`config.mk`:
```
export PLATFORM = sky130hd
export DESIGN_NAME = rsc_top
export DESIGN_NICKNAME = d
export VERILOG_FILES = /design/src/hdl/rsc_pkg.sv /design/src/hdl/rsc_top.sv
export SDC_FILE = /design/constraint.sdc
export NUM_CORES = 2
export LEC_CHECK = 0
export BUFFER_PORTS_ARGS = -buffer_cell sky130_fd_sc_hd__buf_4
export CAP_MARGIN = 20
export CORE_ASPECT_RATIO = 0.8
export CORE_MARGIN = 1.5
export CORE_UTILIZATION = 50
export CTS_CLUSTER_SIZE = 8
export DETAILED_ROUTE_END_ITERATION = 16
export PLACE_DENSITY_LB_ADDON = 0.1
export SYNTH_ARGS = -nofsm -noshare
export SYNTH_HDL_FRONTEND = slang
export SYNTH_SLANG_ARGS = --single-unit
```
`constraint.sdc`:
```
create_clock -name CLK -period 24.7 [get_ports CLK]
set_input_delay 4.94 -clock CLK [delete_from_list [all_inputs] [get_ports CLK]]
set_output_delay 4.94 -clock CLK [all_outputs]
set_load 0.01 [all_outputs]
```
`src/hdl/rsc_pkg.sv`:
```
// Package: constants, types and carriers of the routing snapshot controller
package rsc_pkg;

  // ----------------------------------------------------------------
  // Timing
  // ----------------------------------------------------------------
  localparam int CLK_HZ = 50_000_000;
  localparam int SEC_CYC = CLK_HZ;
  localparam logic [2:0] MENU_TO_S = 3'h5;
  localparam logic [2:0] FAULT_HOLD_S = 3'h3;
  localparam logic [2:0] LOCK_FLASH_S = 3'h2;

  // ----------------------------------------------------------------
  // Value ranges
  // ----------------------------------------------------------------
  // Trim counts half-dB steps, two's complement
  localparam logic [6:0] TRIM_MAX = 7'h27;
  localparam logic [6:0] TRIM_MIN = 7'h59;
  localparam logic [3:0] TOP_LAST = 4'h5;
  localparam logic [3:0] SLOT_LAST = 4'h9;
  localparam logic [3:0] SLOT_USER0 = 4'h1;
  localparam logic [3:0] BOOT_SLOT = 4'h1;
  localparam logic [3:0] CLR_CONFIRM = 4'h2;
  localparam logic [1:0] BRT_MIN = 2'h1;
  localparam logic [1:0] BRT_MAX = 2'h3;
  localparam logic [1:0] BRT_RST = 2'h3;
  localparam logic [7:0] VAL_DASH = 8'hFF;
  localparam logic [3:0] SAMPLE_MIC = 4'h5;
  localparam logic [3:0] SAMPLE_PRE = 4'hA;

  // ----------------------------------------------------------------
  // Top menu entries and register offsets
  // ----------------------------------------------------------------
  localparam logic [3:0] E_ADD = 4'h0;
  localparam logic [3:0] E_LOAD = 4'h1;
  localparam logic [3:0] E_CLR = 4'h2;
  localparam logic [3:0] E_RMIC = 4'h3;
  localparam logic [3:0] E_RPRE = 4'h4;
  localparam logic [3:0] REG_STATUS = 4'h0;
  localparam logic [3:0] REG_CTRL = 4'h4;
  localparam logic [3:0] REG_TRIM = 4'h8;
  localparam logic [3:0] REG_SNAP = 4'hC;

  // ----------------------------------------------------------------
  // Types
  // ----------------------------------------------------------------
  typedef struct packed {
    logic [15:0][6:0] trim;
    logic [3:0][1:0] route_mic;
    logic [3:0] route_on;
    logic [3:0] lock;
    logic [3:0] rl_mic;
    logic [3:0] rl_pre;
    logic rmode;
    logic [1:0] brt;
    logic [1:0] sel_mic;
    logic [1:0] sel_pre;
    logic sel_mv;
    logic sel_pv;
  } rsc_cfg_t;

  localparam rsc_cfg_t CFG_RST = '{brt: BRT_RST, default: '0};

  typedef enum logic [7:0] {
    ST_IDLE = 8'h01, ST_TOP = 8'h02, ST_ADD = 8'h04, ST_LOAD = 8'h08,
    ST_CLR = 8'h10, ST_RMIC = 8'h20, ST_RPRE = 8'h40, ST_BRT = 8'h80
  } rsc_state_t;

  typedef enum logic [3:0] {
    DC_TRIM = 4'h0, DC_FAULT = 4'h1, DC_BLANK = 4'h2, DC_DASH = 4'h3,
    DC_MENU = 4'h4, DC_ADD = 4'h5, DC_LOAD = 4'h6, DC_CLR = 4'h7,
    DC_RMIC = 4'h8, DC_RPRE = 4'h9, DC_BRT = 4'hA
  } rsc_disp_t;

  typedef struct packed {
    logic [3:0] mic;
    logic [3:0] pre;
    logic lock;
    logic ph;
    logic push;
    logic enc_a;
    logic enc_b;
    logic remote;
    logic [3:0] ext_ph;
  } rsc_pin_t;

  typedef struct packed {
    logic [3:0] mic_led;
    logic [3:0] pre_led;
    logic lock_led;
    logic [3:0] ph_en;
    logic [3:0] route_on;
    logic [7:0] route_mic;
    logic [3:0] mute;
    logic [1:0] mon_pre;
    logic [6:0] mon_trim;
    rsc_disp_t disp;
    logic [7:0] disp_val;
    logic disp_dp;
    logic plus_up;
    logic plus_lo;
    logic [1:0] led_level;
    logic rmode;
  } rsc_out_t;

endpackage

```
`src/hdl/rsc_top.sv`:
```
// Routing, phantom, trim, snapshot and menu control of the audition switcher
module rsc_top
  import rsc_pkg::*;
#(
  parameter int unsigned SEC_CYCLES = SEC_CYC
) (
  input wire logic CLK,
  input wire logic RST,
  input wire logic FIRST_BOOT,
  input wire logic [3:0] MIC_BTN,
  input wire logic [3:0] PRE_BTN,
  input wire logic LOCK_BTN,
  input wire logic PHANTOM_BTN,
  input wire logic ENC_PUSH,
  input wire logic ENC_A,
  input wire logic ENC_B,
  input wire logic REMOTE_BTN,
  input wire logic [3:0] EXT_PHANTOM,
  input wire logic [3:0] REG_ADDR,
  input wire logic [31:0] REG_WDATA,
  input wire logic REG_WR,
  input wire logic REG_RD,
  output logic [31:0] REG_RDATA,
  output logic [3:0] MIC_LED,
  output logic [3:0] PRE_LED,
  output logic LOCK_LED,
  output logic [3:0] PHANTOM_EN,
  output logic [3:0] ROUTE_ON,
  output logic [7:0] ROUTE_MIC,
  output logic [3:0] PRE_MUTE,
  output logic [1:0] MON_PRE,
  output logic [6:0] MON_TRIM,
  output logic [3:0] DISP_CODE,
  output logic [7:0] DISP_VAL,
  output logic DISP_DP,
  output logic PLUS_UP,
  output logic PLUS_LO,
  output logic [1:0] LED_LEVEL,
  output logic REMOTE_MODE
);

  localparam logic [25:0] SEC_LAST = 26'(SEC_CYCLES - 1);
  localparam logic [25:0] SEC_HALF = 26'(SEC_CYCLES / 2);

  // ----------------------------------------------------------------
  // Helpers
  // ----------------------------------------------------------------
  function automatic logic [3:0] step_wrap(input logic [3:0] v, input logic [3:0] lo,
                                           input logic [3:0] hi, input logic up);
    if (up) begin
      return (v >= hi) ? lo : v + 4'h1;
    end
    return (v <= lo) ? hi : v - 4'h1;
  endfunction

  // Next list member after cur, found flag on top
  function automatic logic [2:0] next_member(input logic [3:0] list, input logic [1:0] cur);
    logic [2:0] r;
    logic [1:0] k;
    r = {1'b0, cur};
    for (int i = 3; i >= 1; i--) begin
      k = cur + 2'(i);
      if (list[k]) begin
        r = {1'b1, k};
      end
    end
    return r;
  endfunction

  function automatic logic [1:0] first_set(input logic [3:0] v);
    logic [1:0] r;
    r = 2'h0;
    for (int i = 3; i >= 0; i--) begin
      if (v[i]) begin
        r = 2'(i);
      end
    end
    return r;
  endfunction

  function automatic logic route_ok(input rsc_cfg_t c, input logic [1:0] m,
                                    input logic [1:0] p);
    logic ok;
    ok = !(c.lock[p] && !(c.route_on[p] && c.route_mic[p] == m));
    for (int q = 0; q < 4; q++) begin
      if (2'(q) != p && c.lock[q] && c.route_on[q] && c.route_mic[q] == m) begin
        ok = 1'b0;
      end
    end
    return ok;
  endfunction

  // ----------------------------------------------------------------
  // State
  // ----------------------------------------------------------------
  rsc_pin_t pin_raw, s1_r, s2_r, s3_r, rise;
  rsc_cfg_t cfg_r, cfg_nxt;
  rsc_cfg_t mem [1:9];
  rsc_state_t st_r, st_nxt;
  rsc_out_t out_r, out_nxt;
  logic [25:0] sec_r;
  logic [2:0] to_r, to_nxt, lf_r, lf_nxt, fh_r, fh_nxt;
  logic [3:0] sel_r, sel_nxt, ph_r, ph_nxt;
  logic [9:0] used_r, used_nxt;
  logic dash_r, dash_nxt, boot_r;
  logic [31:0] rdata_r;
  logic mem_we;
  logic [3:0] mem_wa;

  // Pins cross into the clock domain through two flops, third is edge history
  assign pin_raw = '{mic: MIC_BTN, pre: PRE_BTN, lock: LOCK_BTN, ph: PHANTOM_BTN,
                     push: ENC_PUSH, enc_a: ENC_A, enc_b: ENC_B,
                     remote: REMOTE_BTN, ext_ph: EXT_PHANTOM};
  assign rise = s2_r & ~s3_r;

  wire sec_tick = (sec_r == SEC_LAST);
  wire blink = (sec_r >= SEC_HALF);
  wire [3:0] fault = s2_r.ext_ph;
  wire enc_step = rise.enc_a;
  wire enc_up = !s2_r.enc_b;
  wire any_evt = (|rise.mic) || (|rise.pre) || rise.lock || rise.push || enc_step
                 || rise.remote;
  wire [3:0] trim_idx = {cfg_r.sel_mic, cfg_r.sel_pre};
  wire [6:0] trim_cur = cfg_r.trim[trim_idx];
  wire pair_sel = cfg_r.sel_mv && cfg_r.sel_pv;
  wire pair_routed = pair_sel && cfg_r.route_on[cfg_r.sel_pre]
                     && cfg_r.route_mic[cfg_r.sel_pre] == cfg_r.sel_mic;
  wire cur_lock = pair_routed && cfg_r.lock[cfg_r.sel_pre];
  wire [1:0] mic_hit = first_set(rise.mic);
  wire [1:0] pre_hit = first_set(rise.pre);
  wire [2:0] rem_mic = next_member(cfg_r.rl_mic, cfg_r.sel_mic);
  wire [2:0] rem_pre = next_member(cfg_r.rl_pre, cfg_r.sel_pre);
  wire in_menu = (st_r != ST_IDLE);
  wire reg_wr_ctrl = REG_WR && REG_ADDR == REG_CTRL;
  wire [1:0] wr_brt = REG_WDATA[1:0];

  logic [3:0] mic_lk;
  for (genvar g = 0; g < 4; g++) begin : g_mic_lock
    assign mic_lk[g] = (cfg_r.lock[0] && cfg_r.route_on[0] && cfg_r.route_mic[0] == 2'(g))
                    || (cfg_r.lock[1] && cfg_r.route_on[1] && cfg_r.route_mic[1] == 2'(g))
                    || (cfg_r.lock[2] && cfg_r.route_on[2] && cfg_r.route_mic[2] == 2'(g))
                    || (cfg_r.lock[3] && cfg_r.route_on[3] && cfg_r.route_mic[3] == 2'(g));
  end

  // ----------------------------------------------------------------
  // Register read decode
  // ----------------------------------------------------------------
  wire [31:0] rd_status = {8'h00, ph_r, fault, cfg_r.lock, cfg_r.route_on, cfg_r.route_mic};
  wire [31:0] rd_ctrl = {29'h0, cfg_r.rmode, cfg_r.brt};
  wire [31:0] rd_trim = {25'h0, trim_cur};
  wire [31:0] rd_snap = {22'h0, used_r};
  wire [31:0] rd_mux = (REG_ADDR == REG_STATUS) ? rd_status :
                       (REG_ADDR == REG_CTRL) ? rd_ctrl :
                       (REG_ADDR == REG_TRIM) ? rd_trim :
                       (REG_ADDR == REG_SNAP) ? rd_snap : 32'h0;

  // ----------------------------------------------------------------
  // Control and menu
  // ----------------------------------------------------------------
  logic req, req_mv, req_pv;
  logic [1:0] req_m, req_p;

  always_comb begin
    cfg_nxt = cfg_r;
    st_nxt = st_r;
    sel_nxt = sel_r;
    dash_nxt = dash_r;
    ph_nxt = ph_r;
    used_nxt = used_r;
    to_nxt = to_r;
    lf_nxt = (sec_tick && lf_r != 3'h0) ? lf_r - 3'h1 : lf_r;
    fh_nxt = (|fault) ? FAULT_HOLD_S :
             (sec_tick && fh_r != 3'h0) ? fh_r - 3'h1 : fh_r;
    mem_we = 1'b0;
    mem_wa = sel_r;
    req = 1'b0;
    req_m = cfg_r.sel_mic;
    req_p = cfg_r.sel_pre;
    req_mv = cfg_r.sel_mv;
    req_pv = cfg_r.sel_pv;
    if (reg_wr_ctrl) begin
      cfg_nxt.rmode = REG_WDATA[2];
      if (wr_brt >= BRT_MIN) begin
        cfg_nxt.brt = wr_brt;
      end
    end
    if (in_menu) begin
      if (any_evt) begin
        to_nxt = MENU_TO_S;
      end else if (sec_tick) begin
        to_nxt = to_r - 3'h1;
        if (to_r <= 3'h1) begin
          st_nxt = ST_IDLE;
        end
      end
    end
    case (st_r)
      ST_IDLE: begin
        if (rise.push) begin
          st_nxt = ST_TOP;
          dash_nxt = 1'b1;
          to_nxt = MENU_TO_S;
        end else if (|rise.mic) begin
          if (s2_r.ph) begin
            ph_nxt[mic_hit] = !ph_r[mic_hit];
          end else begin
            req = 1'b1;
            req_m = mic_hit;
            req_mv = 1'b1;
          end
        end else if ((|rise.pre) && !fault[pre_hit]) begin
          req = 1'b1;
          req_p = pre_hit;
          req_pv = 1'b1;
        end else if (rise.lock) begin
          if (pair_routed) begin
            cfg_nxt.lock[cfg_r.sel_pre] = !cfg_r.lock[cfg_r.sel_pre];
          end
        end else if (enc_step && pair_sel) begin
          if (enc_up && trim_cur != TRIM_MAX) begin
            cfg_nxt.trim[trim_idx] = trim_cur + 7'h01;
          end else if (!enc_up && trim_cur != TRIM_MIN) begin
            cfg_nxt.trim[trim_idx] = trim_cur - 7'h01;
          end
        end else if (rise.remote) begin
          if (!cfg_r.rmode && rem_mic[2]) begin
            req = 1'b1;
            req_m = rem_mic[1:0];
            req_mv = 1'b1;
          end else if (cfg_r.rmode && rem_pre[2] && !fault[rem_pre[1:0]]) begin
            req = 1'b1;
            req_p = rem_pre[1:0];
            req_pv = 1'b1;
          end
        end
      end
      ST_TOP: begin
        if (enc_step) begin
          sel_nxt = dash_r ? E_ADD : step_wrap(sel_r, E_ADD, TOP_LAST, enc_up);
          dash_nxt = 1'b0;
        end else if (rise.push) begin
          dash_nxt = 1'b1;
          st_nxt = ST_IDLE;
          if (!dash_r) begin
            case (sel_r)
              E_ADD: st_nxt = ST_ADD;
              E_LOAD: st_nxt = ST_LOAD;
              E_CLR: st_nxt = ST_CLR;
              E_RMIC: begin
                st_nxt = ST_RMIC;
                cfg_nxt.rmode = 1'b0;
              end
              E_RPRE: begin
                st_nxt = ST_RPRE;
                cfg_nxt.rmode = 1'b1;
              end
              default: st_nxt = ST_BRT;
            endcase
          end
        end
      end
      ST_ADD: begin
        if (enc_step) begin
          sel_nxt = dash_r ? SLOT_USER0 : step_wrap(sel_r, SLOT_USER0, SLOT_LAST, enc_up);
          dash_nxt = 1'b0;
        end else if (rise.push) begin
          st_nxt = ST_IDLE;
          if (!dash_r) begin
            mem_we = 1'b1;
            used_nxt[sel_r] = 1'b1;
          end
        end
      end
      ST_LOAD: begin
        if (enc_step) begin
          sel_nxt = dash_r ? 4'h0 : step_wrap(sel_r, 4'h0, SLOT_LAST, enc_up);
          dash_nxt = 1'b0;
        end else if (rise.push) begin
          st_nxt = ST_IDLE;
          if (!dash_r && sel_r != 4'h0 && used_r[sel_r]) begin
            cfg_nxt = mem[sel_r];
          end else if (!dash_r) begin
            cfg_nxt.route_on = 4'h0;
            cfg_nxt.lock = 4'h0;
            cfg_nxt.trim = '0;
          end
        end
      end
      ST_CLR: begin
        if (enc_step) begin
          sel_nxt = dash_r ? 4'h1 : CLR_CONFIRM;
          dash_nxt = 1'b0;
        end else if (rise.push) begin
          st_nxt = ST_IDLE;
          if (!dash_r && sel_r == CLR_CONFIRM) begin
            used_nxt = 10'h000;
          end
        end
      end
      ST_RMIC: begin
        if (|rise.mic) begin
          if (cfg_r.rl_mic[mic_hit] || !mic_lk[mic_hit]) begin
            cfg_nxt.rl_mic[mic_hit] = !cfg_r.rl_mic[mic_hit];
          end
        end else if (rise.push) begin
          st_nxt = ST_IDLE;
        end
      end
      ST_RPRE: begin
        if (|rise.pre) begin
          cfg_nxt.rl_pre[pre_hit] = !cfg_r.rl_pre[pre_hit];
        end else if (rise.push) begin
          st_nxt = ST_IDLE;
        end
      end
      ST_BRT: begin
        if (enc_step) begin
          cfg_nxt.brt = 2'(step_wrap({2'h0, cfg_r.brt}, {2'h0, BRT_MIN}, {2'h0, BRT_MAX},
                                     enc_up));
        end else if (rise.push) begin
          st_nxt = ST_IDLE;
        end
      end
      default: st_nxt = ST_IDLE;
    endcase
    if (req) begin
      if (req_mv && req_pv) begin
        if (route_ok(cfg_r, req_m, req_p)) begin
          cfg_nxt.route_mic[req_p] = req_m;
          cfg_nxt.route_on[req_p] = 1'b1;
          cfg_nxt.sel_mic = req_m;
          cfg_nxt.sel_pre = req_p;
          cfg_nxt.sel_mv = 1'b1;
          cfg_nxt.sel_pv = 1'b1;
        end else begin
          lf_nxt = LOCK_FLASH_S;
        end
      end else begin
        cfg_nxt.sel_mic = req_m;
        cfg_nxt.sel_pre = req_p;
        cfg_nxt.sel_mv = req_mv;
        cfg_nxt.sel_pv = req_pv;
      end
    end
    if (boot_r) begin
      st_nxt = ST_IDLE;
      if (used_r[BOOT_SLOT]) begin
        cfg_nxt = mem[BOOT_SLOT];
      end
    end
    cfg_nxt.route_on = cfg_nxt.route_on & ~fault;
    cfg_nxt.lock = cfg_nxt.lock & ~fault;
  end

  // ----------------------------------------------------------------
  // Outputs
  // ----------------------------------------------------------------
  always_comb begin
    out_nxt = '0;
    out_nxt.ph_en = ph_r;
    out_nxt.route_on = cfg_r.route_on & ~fault;
    out_nxt.route_mic = cfg_r.route_mic;
    out_nxt.mute = fault;
    out_nxt.mon_pre = cfg_r.sel_pre;
    out_nxt.mon_trim = trim_cur;
    out_nxt.led_level = cfg_r.brt;
    out_nxt.rmode = cfg_r.rmode;
    out_nxt.plus_up = in_menu ? blink : (trim_cur != 7'h00 && !trim_cur[6]);
    out_nxt.plus_lo = in_menu ? !blink : (trim_cur != 7'h00 && !trim_cur[6]);
    out_nxt.disp_val = dash_r ? VAL_DASH : {4'h0, sel_r};
    case (st_r)
      ST_IDLE: begin
        if (s2_r.ph) begin
          out_nxt.mic_led = {4{blink}};
        end else if (cfg_r.sel_mv) begin
          out_nxt.mic_led = 4'h1 << cfg_r.sel_mic;
        end
        out_nxt.pre_led = (fault & {4{blink}}) |
                          ((cfg_r.sel_pv && !fault[cfg_r.sel_pre]) ?
                           (4'h1 << cfg_r.sel_pre) : 4'h0);
        out_nxt.lock_led = (lf_r != 3'h0) ? blink : cur_lock;
        if ((|fault) || fh_r != 3'h0) begin
          out_nxt.disp = blink ? DC_FAULT : DC_BLANK;
        end else begin
          out_nxt.disp = DC_TRIM;
        end
        out_nxt.disp_val = {trim_cur[6], trim_cur};
      end
      ST_TOP: out_nxt.disp = dash_r ? DC_DASH : DC_MENU;
      ST_ADD: begin
        out_nxt.disp = DC_ADD;
        out_nxt.disp_dp = !dash_r && used_r[sel_r];
      end
      ST_LOAD: begin
        out_nxt.disp = DC_LOAD;
        out_nxt.disp_dp = !dash_r && used_r[sel_r];
      end
      ST_CLR: out_nxt.disp = DC_CLR;
      ST_RMIC: begin
        out_nxt.disp = DC_RMIC;
        out_nxt.disp_dp = 1'b1;
        out_nxt.mic_led = cfg_r.rl_mic;
      end
      ST_RPRE: begin
        out_nxt.disp = DC_RPRE;
        out_nxt.disp_dp = 1'b1;
        out_nxt.pre_led = cfg_r.rl_pre;
      end
      ST_BRT: begin
        out_nxt.disp = DC_BRT;
        out_nxt.disp_val = {6'h00, cfg_r.brt};
        out_nxt.mic_led = SAMPLE_MIC;
        out_nxt.pre_led = SAMPLE_PRE;
        out_nxt.lock_led = 1'b1;
      end
      default: out_nxt.disp = DC_BLANK;
    endcase
  end

  // ----------------------------------------------------------------
  // Flops
  // ----------------------------------------------------------------
  always_ff @(posedge CLK) begin
    if (RST) begin
      s1_r <= '0;
      s2_r <= '0;
      s3_r <= '0;
      sec_r <= 26'h0;
    end else begin
      s1_r <= pin_raw;
      s2_r <= s1_r;
      s3_r <= s2_r;
      sec_r <= sec_tick ? 26'h0 : sec_r + 26'h1;
    end
  end

  always_ff @(posedge CLK) begin
    if (RST) begin
      cfg_r <= CFG_RST;
      st_r <= ST_IDLE;
      sel_r <= 4'h0;
      dash_r <= 1'b1;
      ph_r <= 4'h0;
      to_r <= 3'h0;
      lf_r <= 3'h0;
      fh_r <= 3'h0;
      boot_r <= 1'b1;
      out_r <= '0;
      rdata_r <= 32'h0;
    end else begin
      cfg_r <= cfg_nxt;
      st_r <= st_nxt;
      sel_r <= sel_nxt;
      dash_r <= dash_nxt;
      ph_r <= ph_nxt;
      to_r <= to_nxt;
      lf_r <= lf_nxt;
      fh_r <= fh_nxt;
      boot_r <= 1'b0;
      out_r <= out_nxt;
      rdata_r <= REG_RD ? rd_mux : 32'h0;
    end
  end

  // Slot flags and contents model non-volatile storage: a plain reset keeps them, a first boot clears the flags only
  always_ff @(posedge CLK) begin
    if (RST && FIRST_BOOT) begin
      used_r <= 10'h000;
    end else if (!RST) begin
      used_r <= used_nxt;
    end
    if (mem_we && !RST) begin
      mem[mem_wa] <= cfg_r;
    end
  end

  assign REG_RDATA = rdata_r;
  assign MIC_LED = out_r.mic_led;
  assign PRE_LED = out_r.pre_led;
  assign LOCK_LED = out_r.lock_led;
  assign PHANTOM_EN = out_r.ph_en;
  assign ROUTE_ON = out_r.route_on;
  assign ROUTE_MIC = out_r.route_mic;
  assign PRE_MUTE = out_r.mute;
  assign MON_PRE = out_r.mon_pre;
  assign MON_TRIM = out_r.mon_trim;
  assign DISP_CODE = out_r.disp;
  assign DISP_VAL = out_r.disp_val;
  assign DISP_DP = out_r.disp_dp;
  assign PLUS_UP = out_r.plus_up;
  assign PLUS_LO = out_r.plus_lo;
  assign LED_LEVEL = out_r.led_level;
  assign REMOTE_MODE = out_r.rmode;

endmodule

```
==> summary.md <==
| Metric | Value |
|---|---|
| Area share of and/or/nand/nor cells after synthesis | `0.0675` |
| Setup clock skew after layout | `0.0357 ns` |
| CTS Hold Buffers Added | `0` |
| Placeable Area | `between 100000 and 150000 um^2` |
| Number of antenna violations at the first check in global routing | `7` |
| Ratio of cells with drive above 1 in the final layout | `0.141` |
| Worst path most repeated cell | `sky130_fd_sc_hd__buf_4` |
| Time the final worst path needs with I/O delays and setup | `7.85 ns` |
| F_max | `around 0.13 GHz` |
| PostCTS Resize Cnt | `0` |
| Ys Warns | `0` |
| Switching component of the power | `about 1300 uW` |
| Cells along the critical path | `buf_8, nor3_1, and3_4, buf_4, buf_4` |
| Wire length of the first global-routing pass | `about 280 mm` |
| Routed len/inst | `28.1 um` |
| HP Class | `reg2reg` |
| Number of instances in the synthesized netlist | `~4700` |
| Sum of met3 wire segment lengths after detailed routing | `16.7 mm` |
| Outcome | `completed` |
| Gr ovfl total | `0` |
| Setup crit end kind | `register` |
| Dominant register cell in the synthesized netlist | `sky130_fd_sc_hd__edfxtp_1` |
| I/O pin count | `147` |
| Post-detailed-placement half-perimeter wirelength | `around 100 mm` |
| RSZ-0062 raised after global routing | `no` |
| Setup crit start kind | `primary input` |
| Number of DRC violations after detailed routing | `0` |
| Final estimated routing congestion in global placement | `0.886` |
| Number of DRC markers after the initial detailed-route iteration | `~4600` |
| Vias post-DR | `approximately 43000` |
| Clock H-tree levels | `4` |
| Crit path DAT | `8.30 ns` |
| Standby leakage power | `0.0243 uW` |
| Number of flip-flops and latches in the synthesized netlist | `1644` |
| Post-route ant nets | `0` |
| Top Metal Used | `met5` |
| Rows | `121` |
| Most common library cell in the layout ignoring fill and taps | `sky130_fd_sc_hd__edfxtp_1` |
| Number of enable-type register cells in the synthesized netlist | `~1300` |
| Longest Clk Path Bufs | `3` |
| Router iterations before antenna repair | `7` |
| Xor/xnor share of the synthesized area | `0.00537` |
| Initial core utilization | `0.503` |
| Routed length on met2 | `86.0 mm` |
| Highest ir drop seen on vdd | `a little over 0.00006 V` |
| Number of setup buffers added after CTS | `0` |
| Clock transition at the registers of the reported paths | `0.05 ns` |
| Vias in the first global route | `42300` |
| Worst setup slack before clock tree synthesis | `16.04 ns` |
| Clock power share | `0.473` |
| Number of distinct library cells after synthesis | `89` |
| Number of standard cells in the final layout excluding fillers | `6789` |
| Max-cap violations | `0` |
| Slew margin rel. | `0.218` |
| Final count of hold timing violations | `0` |
| Total length of routed wires | `approximately 190 mm` |
| Internal power component | `approximately 4700 uW` |
| Transition time at the pin with the least slew margin | `between 1 and 1.5 ns` |
| Main combinational cell family by area after synthesis | `compound AO/OA/AOI/OAI gates` |
| Average cell area after synthesis | `about 14 um^2` |
| Pin count of the biggest net entering global routing | `roughly 130` |
| Sw Ratio | `0.214` |
| Clock tree from TritonCTS | `built` |
| Routed length on met1 | `83.0 mm` |
| Die height | `334 um` |
| Share of flip-flops with an asynchronous set or reset after synthesis | `0` |
| Count of buffers from port buffering | `between 100 and 150` |
| Total power density per cell area | `just under 80 nW/um^2` |
| Die area | `139000 um^2` |
| Final critical-path share of the clock period | `0.318` |
| Multiplexer share of the synthesized area | `0.108` |
| Insertion delay of the later-clocked pin in the worst-skew pair | `0.84 ns` |
| Slowest CP cell | `sky130_fd_sc_hd__and3_4` |
| Post-synth design cell area | `68400 um^2` |
| Logic pwr share | `0.030` |
| Fraction of the yosys area taken by sequential cells | `0.672` |
| Nets | `around 5000` |
| Area growth from synthesis to layout | `13.1%` |
| Post-layout instance area | `77400 um^2` |
| CTS Buf Count | `roughly 220` |
| Worst stage delay on the critical path | `roughly 0.94 ns` |
| Post-synthesis compound-gate area fraction | `0.118` |
| DP Cell Count | `roughly 6400` |
| Number of vias per cell | `~6.4` |
| Pins Over Slew Limit | `0` |
| Total design power | `~6000 uW` |
| Critical path peak fanout | `40` |
| Most frequent cells in the layout | `1305 x sky130_fd_sc_hd__edfxtp_1, 464 x sky130_fd_sc_hd__nor2_1, 464 x sky130_fd_sc_hd__a211oi_1` |
| Area share of fa/ha/maj cells after synthesis | `0.00475` |
| Global-route usage over all layers | `0.273` |
| Final-layout fill cell count | `roughly 11000` |
| Number of sinks handled by clock tree synthesis | `1644` |
| Setup ws final | `approximately 17 ns` |
| Width of the die | `417 um` |
| Master cell of the clock root buffer | `sky130_fd_sc_hd__clkbuf_16` |
| Critical path class | `in2reg` |
| Crit path required time | `about 25 ns` |
| Sequential cell fraction of total power | `0.497` |
| Setup Total Neg Slack | `0 ns` |
| Cell area reported after detailed placement | `70900 um^2` |
| Final count of negative-setup-slack endpoints | `0` |
==> state kept, by name, indices dropped and copies added (netlist names), 7 cells and up, named ones only <==
register / flops
mem: 1305
s3_r: 12
s2_r: 14
cfg_r: 145
DISP_VAL: 7
sec_r: 26
REG_RDATA: 24
s1_r: 18
ROUTE_MIC: 8
used_r: 10
st_r: 8
MON_TRIM: 7
==> layout make-up <==
type / instances / area (um^2) / area share
flip-flops and latches: 1644 / 46000 / 0.594
multi-input cells: 2702 / 20900 / 0.270
clock buffers: 395 / 6320 / 0.0816
well taps: 1783 / 2230 / 0.0288
repair buffers: 211 / 1640 / 0.0212
clock inverters: 10 / 151 / 0.00196
inverters: 40 / 150 / 0.00194
diodes: 4 / 10.0 / 0.000129
==> final timing paths <==
check / startpoint / depth (start not counted) / end / slack (ns)
worst max-delay path: RST / 5 / mem[6][116] / 16.85
worst min register to register: s1_r[5] / 1 / s2_r[5] / 0.42
worst min-delay path: s1_r[5] / 1 / s2_r[5] / 0.42
worst max register to register: cfg_r[2] / 13 / cfg_r[136] / 18.13
==> cell families after synthesis <==
family	count (synthesis)
xor+xnor	42
compound gates	1124
other cells	1
fa+ha+maj	26
mux	503
flops	1644
simple gates	999
buf+inv	410
==> metrics by stage <==
stage,util,hold WS (ns)
finish,0.570,0.422
global route,0.569,0.454
detailed placement,0.522,0.420
floorplan,-,0.414
global placement,0.522,0.418
CTS,0.569,0.433
==> power by group through the flow <==
| stage | sequential [uW] | combinational, uW | clock (uW) |
|---|---|---|---|
| CTS | 2990 | 180 | 2880 |
| detailed placement | 3040 | 179 | 0 |
| finish | 2990 | 183 | 2840 |
| global placement | 3040 | 177 | 0 |
| global route | 2990 | 192 | 2990 |
| floorplan | 3030 | 115 | 0 |
==> worst max-delay path: cells and delay by family <==
family                 cells  cell delay, ns
and+or+nand+nor            2            1.52
buffers and inverters      3            1.71
==> cell usage after synthesis, types with 51 or more instances <==
master,instances,area (um^2)
sky130_fd_sc_hd__a221oi_1,51,447
sky130_fd_sc_hd__nor2_1,470,1760
sky130_fd_sc_hd__edfxtp_1,1305,39200
sky130_fd_sc_hd__o21ai_0,69,345
sky130_fd_sc_hd__nand3_1,63,315
sky130_fd_sc_hd__nor3_1,58,290
sky130_fd_sc_hd__dfxtp_1,339,6790
sky130_fd_sc_hd__a21oi_1,231,1160
sky130_fd_sc_hd__mux2i_1,303,3030
sky130_fd_sc_hd__a222oi_1,65,651
sky130_fd_sc_hd__clkbuf_1,293,1100
sky130_fd_sc_hd__nor2b_1,88,551
sky130_fd_sc_hd__nand2_1,174,653
sky130_fd_sc_hd__mux4_2,187,4210
sky130_fd_sc_hd__a211oi_1,464,3480
==> layer usage <==
| layer | vias to the layer above | global-route usage |
|---|---|---|
| met5 | - | 0 |
| met2 | 1944 | 0.414 |
| li1 | 19000 | - |
| met3 | 335 | 0.0566 |
| met1 | 22100 | 0.396 |
| met4 | 2 | 0.0889 |
Power figures use the tool's default switching activity.
